--- config.mk ---
export PLATFORM = sky130hd
export DESIGN_NAME = sci_top
export DESIGN_NICKNAME = d
export VERILOG_FILES = /design/src/verilog/sci_pkg.sv /design/src/verilog/sci_event_latch.sv /design/src/verilog/sci_top.sv
export SDC_FILE = /design/constraint.sdc
export NUM_CORES = 1
export LEC_CHECK = 0
export BUFFER_PORTS_ARGS = -buffer_cell sky130_fd_sc_hd__buf_2
export CORE_MARGIN = 2
export CORE_UTILIZATION = 43
export CTS_CLUSTER_DIAMETER = 60
export DETAILED_ROUTE_END_ITERATION = 12
export PLACE_DENSITY = 0.9
export SYNTH_ARGS = -nofsm -noshare
export SYNTH_HDL_FRONTEND = slang
export SYNTH_HIERARCHICAL = 1
export SYNTH_SLANG_ARGS = --single-unit
--- constraint.sdc ---
create_clock -name clk_i -period 1.7 [get_ports clk_i]
set_clock_uncertainty 0.05 [all_clocks]
set_input_delay 0.34 -clock clk_i [delete_from_list [all_inputs] [get_ports clk_i]]
set_output_delay 0.34 -clock clk_i [all_outputs]
set_load 0.05 [all_outputs]
--- src/verilog/sci_pkg.sv ---
`default_nettype none

package sci_pkg;

    ////////////////////////////////////////////////////////////////////////
    localparam int SCI_NSRC = 7;
    localparam int SCI_AW   = 8;
    localparam int SCI_DW   = 32;

    ////////////////////////////////////////////////////////////////////////
    localparam logic [SCI_AW-1:0] SCI_OFF_BORCTL = 8'h30;
    localparam logic [SCI_AW-1:0] SCI_OFF_RAW    = 8'h50;
    localparam logic [SCI_AW-1:0] SCI_OFF_MASK   = 8'h54;
    localparam logic [SCI_AW-1:0] SCI_OFF_MCLR   = 8'h58;

    ////////////////////////////////////////////////////////////////////////
    localparam int SCI_BIT_PLLF  = 0;
    localparam int SCI_BIT_BOR   = 1;
    localparam int SCI_BIT_LDO   = 2;
    localparam int SCI_BIT_MOF   = 3;
    localparam int SCI_BIT_IOF   = 4;
    localparam int SCI_BIT_CL    = 5;
    localparam int SCI_BIT_PLLL  = 6;
    localparam int SCI_BIT_ROUTE = 1;

    ////////////////////////////////////////////////////////////////////////
    localparam logic [SCI_NSRC-1:0] SCI_MASK_RST  = 7'h00;
    localparam logic [SCI_NSRC-1:0] SCI_RAW_RST   = 7'h00;
    localparam logic                SCI_ROUTE_RST = 1'b0;
    localparam logic [SCI_DW-1:0]   SCI_ZERO_WORD = 32'h0000_0000;

    ////////////////////////////////////////////////////////////////////////
    typedef logic [SCI_NSRC-1:0] sci_src_t;

    typedef struct packed {
        logic [SCI_AW-1:0] adr;
        logic              we;
        logic [3:0]        sel;
        logic [SCI_DW-1:0] dat;
    } sci_wb_req_t;

    typedef enum logic [1:0] {
        SCI_BUS_IDLE = 2'b01,
        SCI_BUS_ACK  = 2'b10
    } sci_bus_state_t;

endpackage

`default_nettype wire

--- src/verilog/sci_event_latch.sv ---
`timescale 1ns/1ps
`default_nettype none

module sci_event_latch
    import sci_pkg::*;
#(
    parameter int                N   = SCI_NSRC,
    parameter logic [N-1:0]      RST = '0
) (
    input  wire logic         clk_i,
    input  wire logic         rst_i,
    input  wire logic [N-1:0] set_i,
    input  wire logic [N-1:0] clr_i,
    output logic      [N-1:0] flags_o
);

    logic [N-1:0] flags_d;
    logic [N-1:0] flags_q;

    // A set in the same cycle as a clear wins, so no event is lost.
    always_comb begin
        flags_d = set_i | (flags_q & ~clr_i);
    end

    always_ff @(posedge clk_i) begin
        if (rst_i) begin
            flags_q <= RST;
        end else begin
            flags_q <= flags_d;
        end
    end

    assign flags_o = flags_q;

endmodule

`default_nettype wire

--- src/verilog/sci_top.sv ---
// Summary of operation
// (RQ1) Raw status bit 1 is the read-only brown-out flag, zero after reset.
// (RQ2) Any brown-out detection sets the brown-out flag so it reads as one.
// (RQ3) Brown-out interrupts only with its mask set and reset routing clear.
// (RQ4) The mask register answers at offset 0x054.
// (RQ5) The mask register has seven R/W bits 6..0, reset zero, upper bits zero.
// (RQ6) Each source interrupts only when its mask bit and raw flag are set.
// (RQ7) The interrupt request is the OR of every raw flag ANDed with its mask; brown-out also needs reset routing clear.
`timescale 1ns/1ps
`default_nettype none

module sci_top
    import sci_pkg::*;
#(
    parameter int NSRC = SCI_NSRC
) (
    input  wire logic              clk_i,
    input  wire logic              rst_i,
    input  wire logic              wb_cyc_i,
    input  wire logic              wb_stb_i,
    input  wire logic              wb_we_i,
    input  wire logic [SCI_AW-1:0] wb_adr_i,
    input  wire logic [3:0]        wb_sel_i,
    input  wire logic [SCI_DW-1:0] wb_dat_i,
    output logic      [SCI_DW-1:0] wb_dat_o,
    output logic                   wb_ack_o,
    input  wire logic              pll_fault_i,
    input  wire logic              brownout_i,
    input  wire logic              regulator_unregulated_i,
    input  wire logic              main_osc_fault_i,
    input  wire logic              internal_osc_fault_i,
    input  wire logic              current_limit_i,
    input  wire logic              pll_lock_i,
    output logic                   irq_o,
    output logic                   brownout_reset_o
);

    ////////////////////////////////////////////////////////////////////////
    // Word-aligned decode; the two low address bits are not part of it.
    function automatic logic hit(input logic [SCI_AW-1:0] adr,
                                 input logic [SCI_AW-1:0] off);
        hit = (adr[SCI_AW-1:2] == off[SCI_AW-1:2]);
    endfunction

    // Narrow registers sit in the low bits and the rest reads zero.
    function automatic logic [SCI_DW-1:0] widen(input sci_src_t v);
        widen = SCI_ZERO_WORD;
        widen[SCI_NSRC-1:0] = v;
    endfunction

    ////////////////////////////////////////////////////////////////////////
    sci_wb_req_t    req;
    sci_bus_state_t bus_q;
    sci_bus_state_t bus_d;
    logic           ack_d;
    logic           ack_q;
    logic [SCI_DW-1:0] rdat_d;
    logic [SCI_DW-1:0] rdat_q;
    logic           wr_en;
    logic           wr_low;

    sci_src_t       mask_d;
    sci_src_t       mask_q;
    logic           route_d;
    logic           route_q;
    sci_src_t       raw_set;
    sci_src_t       raw_clr;
    sci_src_t       raw_flags;
    sci_src_t       enabled;
    logic           irq_d;
    logic           irq_q;
    logic           bor_rst_d;
    logic           bor_rst_q;

    assign req.adr = wb_adr_i;
    assign req.we  = wb_we_i;
    assign req.sel = wb_sel_i;
    assign req.dat = wb_dat_i;

    ////////////////////////////////////////////////////////////////////////
    // One-cycle answer: ack rises the edge after the request is seen and
    // drops the edge after, and a request still held then is taken again at the next edge.
    always_comb begin
        bus_d  = bus_q;
        ack_d  = 1'b0;
        rdat_d = rdat_q;
        unique case (bus_q)
            SCI_BUS_IDLE: begin
                if (wb_cyc_i && wb_stb_i) begin
                    bus_d  = SCI_BUS_ACK;
                    ack_d  = 1'b1;
                    rdat_d = SCI_ZERO_WORD;
                    if (hit(req.adr, SCI_OFF_RAW)) begin
                        rdat_d = widen(raw_flags); // [RQ1]
                    end else if (hit(req.adr, SCI_OFF_MASK)) begin
                        rdat_d = widen(mask_q); // [RQ4] [RQ5]
                    end else if (hit(req.adr, SCI_OFF_MCLR)) begin
                        rdat_d = widen(enabled);
                    end else if (hit(req.adr, SCI_OFF_BORCTL)) begin
                        rdat_d[SCI_BIT_ROUTE] = route_q;
                    end
                end
            end
            SCI_BUS_ACK: begin
                bus_d = SCI_BUS_IDLE;
            end
            default: begin
                bus_d = SCI_BUS_IDLE;
            end
        endcase
    end

    always_ff @(posedge clk_i) begin
        if (rst_i) begin
            bus_q  <= SCI_BUS_IDLE;
            ack_q  <= 1'b0;
            rdat_q <= SCI_ZERO_WORD;
        end else begin
            bus_q  <= bus_d;
            ack_q  <= ack_d;
            rdat_q <= rdat_d;
        end
    end

    assign wb_ack_o = ack_q;
    assign wb_dat_o = rdat_q;

    ////////////////////////////////////////////////////////////////////////
    // Writes take effect at the edge at which the master sees ack high;
    // all fields live in byte lane 0, so a write without it changes nothing.
    assign wr_en  = (bus_q == SCI_BUS_ACK) && wb_cyc_i && wb_stb_i
                    && req.we;
    assign wr_low = wr_en && req.sel[0];

    always_comb begin
        mask_d  = mask_q;
        route_d = route_q;
        raw_clr = '0;
        if (wr_low && hit(req.adr, SCI_OFF_MASK)) begin
            mask_d = req.dat[SCI_NSRC-1:0]; // [RQ4] [RQ5]
        end
        if (wr_low && hit(req.adr, SCI_OFF_BORCTL)) begin
            route_d = req.dat[SCI_BIT_ROUTE];
        end
        if (wr_low && hit(req.adr, SCI_OFF_MCLR)) begin
            raw_clr = req.dat[SCI_NSRC-1:0];
        end
    end

    always_ff @(posedge clk_i) begin
        if (rst_i) begin
            mask_q  <= SCI_MASK_RST; // [RQ5]
            route_q <= SCI_ROUTE_RST;
        end else begin
            mask_q  <= mask_d;
            route_q <= route_d;
        end
    end

    ////////////////////////////////////////////////////////////////////////
    // Detector levels are sampled every cycle; a flag stays set after the
    // condition goes away until software clears it.
    always_comb begin
        raw_set = '0;
        raw_set[SCI_BIT_PLLF] = pll_fault_i;
        raw_set[SCI_BIT_BOR]  = brownout_i; // [RQ2]
        raw_set[SCI_BIT_LDO]  = regulator_unregulated_i;
        raw_set[SCI_BIT_MOF]  = main_osc_fault_i;
        raw_set[SCI_BIT_IOF]  = internal_osc_fault_i;
        raw_set[SCI_BIT_CL]   = current_limit_i;
        raw_set[SCI_BIT_PLLL] = pll_lock_i;
    end

    sci_event_latch #(
        .N   (SCI_NSRC),
        .RST (SCI_RAW_RST)
    ) u_raw (
        .clk_i   (clk_i),
        .rst_i   (rst_i),
        .set_i   (raw_set),
        .clr_i   (raw_clr),
        .flags_o (raw_flags)
    ); // [RQ1] [RQ2]

    ////////////////////////////////////////////////////////////////////////
    // Brown-out routed to reset is withheld from the interrupt path so the
    // processor is not interrupted by an event that is resetting it.
    always_comb begin
        enabled = raw_flags & mask_q; // [RQ6] [RQ7]
        enabled[SCI_BIT_BOR] = raw_flags[SCI_BIT_BOR] & mask_q[SCI_BIT_BOR]
                               & ~route_q; // [RQ3]
        irq_d     = |enabled; // [RQ7]
        bor_rst_d = raw_flags[SCI_BIT_BOR] & route_q;
    end

    always_ff @(posedge clk_i) begin
        if (rst_i) begin
            irq_q     <= 1'b0;
            bor_rst_q <= 1'b0;
        end else begin
            irq_q     <= irq_d;
            bor_rst_q <= bor_rst_d;
        end
    end

    assign irq_o            = irq_q;
    assign brownout_reset_o = bor_rst_q;

endmodule

`default_nettype wire
== Word-level counts from Yosys, hierarchy flattened ==
Index checks and enable logic that the tools add are counted.
Cells by class
  eq/ne operators: 6
  bitwise logic cells: 9
  reductions and logical operators: 11
  mux-type cells: 8
Operator list (number)
  $mux 7: 3
  $eq 6x5->1 const B: 3
  $and 7x7->7: 2
  $logic_and 1x1->1: 8
  $not 7->7: 1
  $or 7x7->7: 1
  $reduce_or 7->1: 1
  $eq 6x4->1 const B: 1
  $mux 5: 1
  $mux 1: 4
  $and 1x1->1: 3
  $eq 2x1->1 const B: 1
  $eq 2x2->1 const B: 1
  $not 1->1: 2
  $reduce_and 2->1: 1
  $reduce_or 2->1: 1
Storage, ports and cells
  output and inout port bits: 35
  bits in registers: 52
  logic and storage cells: 42
  bits of input ports: 56

== Longest topological paths before layout ==
  depth in word-level cells: 10
  mapped depth: 5
  depth with buffers taken out: 5

== By module ==
Netlist, hierarchy kept.
Modules (own cells, without submodules)
  sci_top: seq. area each 400.4 µm², area each 1252.5 µm², cells each 146, times used 1
  sci_event_latch: seq. area each 140.1 µm², area each 297.8 µm², cells each 28, times used 1

== Worst setup path after synthesis ==
No wires, ideal clock.
  path kind: in2reg
  start point: input wb_adr_i[5]
  end point: register u_raw.flags_q[1], in the netlist u_raw/flags_o[1]
  slack: 0.141 ns
  required time: 1.534 ns
  arrival time: 1.393 ns
  path buffers: 0
  setup time: 0.116 ns
  stages: 5
  cells stage by stage: nand4bb_4 nor4_1 and2_1 nand2b_4 a21oi_1
On the way
  word-level cells in the longest chain between the ends: 6
RTL lines
  start: declaration: line sci_top.sv:22  | input wire logic [SCI_AW-1:0] wb_adr_i,
  $eq 6x5->1: line sci_top.sv:42  | hit = (adr[SCI_AW-1:2] == off[SCI_AW-1:2]);
  $logic_and 1x1->1: line sci_top.sv:145  | if (wr_low && hit(req.adr, SCI_OFF_MCLR)) begin
  $mux 7: line sci_top.sv:145
  via raw_clr[1]: line sci_top.sv:67  | sci_src_t raw_clr;
  $not 7->7: line sci_event_latch.sv:22  | flags_d = set_i | (flags_q & ~clr_i);
  $and 7x7->7: line sci_event_latch.sv:22
  $or 7x7->7: line sci_event_latch.sv:22
  end signal: assignment: line sci_event_latch.sv:29  | flags_q <= flags_d;
  end: declaration: line sci_event_latch.sv:18  | logic [N-1:0] flags_q;
The timed path passes the listed nets, and every way through them passes these cells.
A chain may end at the register's enable or synchronous reset.

== Final worst setup path ==
  start point: register bus_q[0]
  end point: register u_raw.flags_q[2], in the netlist u_raw/flags_o[2]
On the way
  word-level cells in the longest chain between the ends: 10
RTL lines
  start: declaration: line sci_top.sv:53  | sci_bus_state_t bus_q;
  start signal: assignment: line sci_top.sv:119  | bus_q <= bus_d;
  $eq 2x2->1: line sci_top.sv:131  | assign wr_en = (bus_q == SCI_BUS_ACK) && wb_cyc_i && wb_stb_i
  $logic_and 1x1->1 (2 in a row): line sci_top.sv:131
  $logic_and 1x1->1: line sci_top.sv:132  | && req.we;
  $logic_and 1x1->1: line sci_top.sv:133  | assign wr_low = wr_en && req.sel[0];
  $logic_and 1x1->1: line sci_top.sv:145
  $mux 7: line sci_top.sv:145
  via raw_clr[2]: line sci_top.sv:67
  $not 7->7: line sci_event_latch.sv:22
  $and 7x7->7: line sci_event_latch.sv:22
  $or 7x7->7: line sci_event_latch.sv:22
The timed path passes the listed nets, and every way through them passes these cells.

==> impl_metrics.tcl <==
set metrics [dict create \
    outcome "completed" \
    syn2layout_area_growth_pct 11.9 \
    rsz0062_at_grt "no" \
    cellPowerDensity_nw_per_um2 683 \
    coreArea_sq_um 3390 \
    antenna_found_initial 0 \
    cp_slowest_stage_delay_ps 340 \
    yosys-top-cells-count "buf_4 (27), dfxtp_1 (27), and2_1 (14)" \
    die_h_microns 64.0 \
    yosysSeqAreaShare_pct 34.9 \
    h-tree-depth 1 \
    worst_path_max_delay_cell "dfxtp_1" \
    die_width_microns 64.0 \
    syn_avg_cell_area_sq_um 8.91 \
    ys_types 30 \
    synth_area_sq_um 1550 \
    whs_ps 182 \
    grt_pass1_wl_microns 4710 \
    clock-sinks 27 \
    drt-total-wl_microns 2810 \
    drive_gt1_share_pct 26.6 \
    cts_hold_buffers 0 \
    cp-start-kind "register" \
    wire_per_inst_microns 10.8 \
    crit_arrival_ps 1720 \
    setup_tns_ps 0 \
    grt-ovfl-total 0 \
    synthFlopType "dfxtp_1" \
    combPwrFrac_pct 20.4 \
    maxCapViolCount 0 \
    p_sw_w 0.000384 \
    yosys.area.top_type_share_pct 34.9 \
    ys_warn_count 6 \
    place_inst 256 \
    fin_crit_ps 1540 \
    peakVddDrop_mv 0.371 \
    grt_use_total_pct 14.4 \
    viasPerCell 4.62 \
    clock_power_share_pct 23.2 \
    period_share_pct 90.9 \
    ys_ff_latch 27 \
    max_freq_mhz 647 \
    power_w 0.00118 \
    criticalPathCategory "register to register" \
    hp-class "input port to register" \
    numPortBuffers 35 \
    grt_pass1_vias 1114 \
    row_count 21 \
    grt_max_degree 18 \
    initial_core_util_pct 45.7 \
    setup_viol 0 \
    n_antenna_cell 0 \
    switching_share_pct 32.4 \
    root_buffer "clkbuf_4" \
    cts_resized 0 \
    final_hold_viol_count 0 \
    drtIter0Drc 10 \
    fin_cells 260 \
    post_cts_buffers 0 \
    design.die.area_sq_um 4100 \
    stdcell_area_sq_um 1730 \
    cp.required_ps 1880 \
    async_flop_share_pct 0 \
    nets 271 \
    place_hpwl_microns 2340 \
    power_frac_seq_pct 56.4 \
    p_int_w 0.000801 \
    drtPass1Iterations 4 \
    synthTopCellsByArea "dfxtp_1 (35%), buf_4 (13%), nand2b_4 (6.2%)" \
    ant_nets 0 \
    num_io_pins 91 \
    yosysTopAreaCell "dfxtp_1" \
    cts_tree "done" \
    maxSlewViolCount 0 \
    leakagePower_nw 0.747 \
    cts_max_path_buffers 2 \
    cts_buffers 3 \
    clkTransAtPathRegs_ps 140 \
    worstSetupEndpointType "register" \
    num_vias 1202 \
    path_cells "nand4b_2, nor4_1, buf_4, and2_1, nand2b_4, a21oi_1" \
    place_area_sq_um 1710 \
    route.detailed.drc 0 \
    synth_cells 174 \
    synth_edf_count 0 \
    crit_path_max_fanout 7 \
    gp_congestion 0.875 \
    clk_latency_ps 320 \
]
==> worst paths after layout <==
kind                                   from               end  slack, ps  cells after the start
worst min-delay path            pll_fault_i  u_raw/flags_o[0]        180                      3
worst max-delay path               bus_q[0]  u_raw/flags_o[2]        160                      6
worst min register to register  wb_dat_o[5]       wb_dat_o[5]        410                      2
worst max register to register     bus_q[0]  u_raw/flags_o[2]        160                      6
==> state kept, by name, summed over array words and instances, names as in the netlist <==
name              count
mask_q                7
u_raw/flags_o         7
wb_ack_o              1
route_q               1
wb_dat_o              7
bus_q                 2
brownout_reset_o      1
irq_o                 1
==> cell type report <==
| class | count | area (sq um) |
|---|---|---|
| fillers | 328 | 1660 |
| multi-input cells | 132 | 852 |
| flip-flops and latches | 27 | 541 |
| repair buffers | 41 | 220 |
| well taps | 46 | 57.6 |
| inverters | 10 | 37.5 |
| clock buffers | 4 | 26.3 |
==> placed cells by master, fill, tap and decap left out, types with 7 or more instances in the layout <==
master / count
a21boi_0: 7
nor2_1: 13
dfxtp_1: 27
nand2b_1: 10
buf_2: 35
inv_1: 10
mux2i_1: 8
conb_1: 25
nand2_1: 9
and2_1: 14
a21oi_1: 13
nand2b_4: 7
==> power by group through the flow <==
stage                     combinational [W]  clock (W)  sequential, W
after global routing               0.000258   0.000305       0.000671
after CTS                          0.000241   0.000280       0.000668
after detailed placement           0.000241          0       0.000682
final                              0.000242   0.000275       0.000668
after global placement             0.000236          0       0.000680
after floorplan                    0.000228          0       0.000681
==> cell families (layout without fill, tap and decap cells) <==
logic type	count (synthesis)	in the layout	share of synthesized area, %
mux	8	8	5.17
buf+inv	39	55	16.0
compound gates	34	34	13.7
other cells	1	25	0.242
simple gates	65	65	30.0
flops	27	27	34.9
==> metrics by stage <==
step | setup slack (ps) | util [%]
floorplan | 141 | -
global placement | 68.0 | 50.4
detailed placement | 43.4 | 50.4
CTS | 165 | 51.2
global route | 65.5 | 51.2
finish | 155 | 51.2
==> per-layer routing <==
metal / global-route usage, % / wire length (microns)
met5: 0 / 0
met4: 7.07 / 36
met3: 2.82 / 150
met2: 25.0 / 1420
met1: 16.7 / 1200
==> critical path, delay by kind of cell (launching register included) <==
| kind | cells | cell delay (ps) |
|---|---|---|
| AOI/OAI and AO/OA | 1 | 60 |
| buffers and inverters | 1 | 200 |
| and+or+nand+nor | 4 | 800 |
| DFF | 1 | 340 |
No activity file was read; power rests on OpenSTA's default activity.
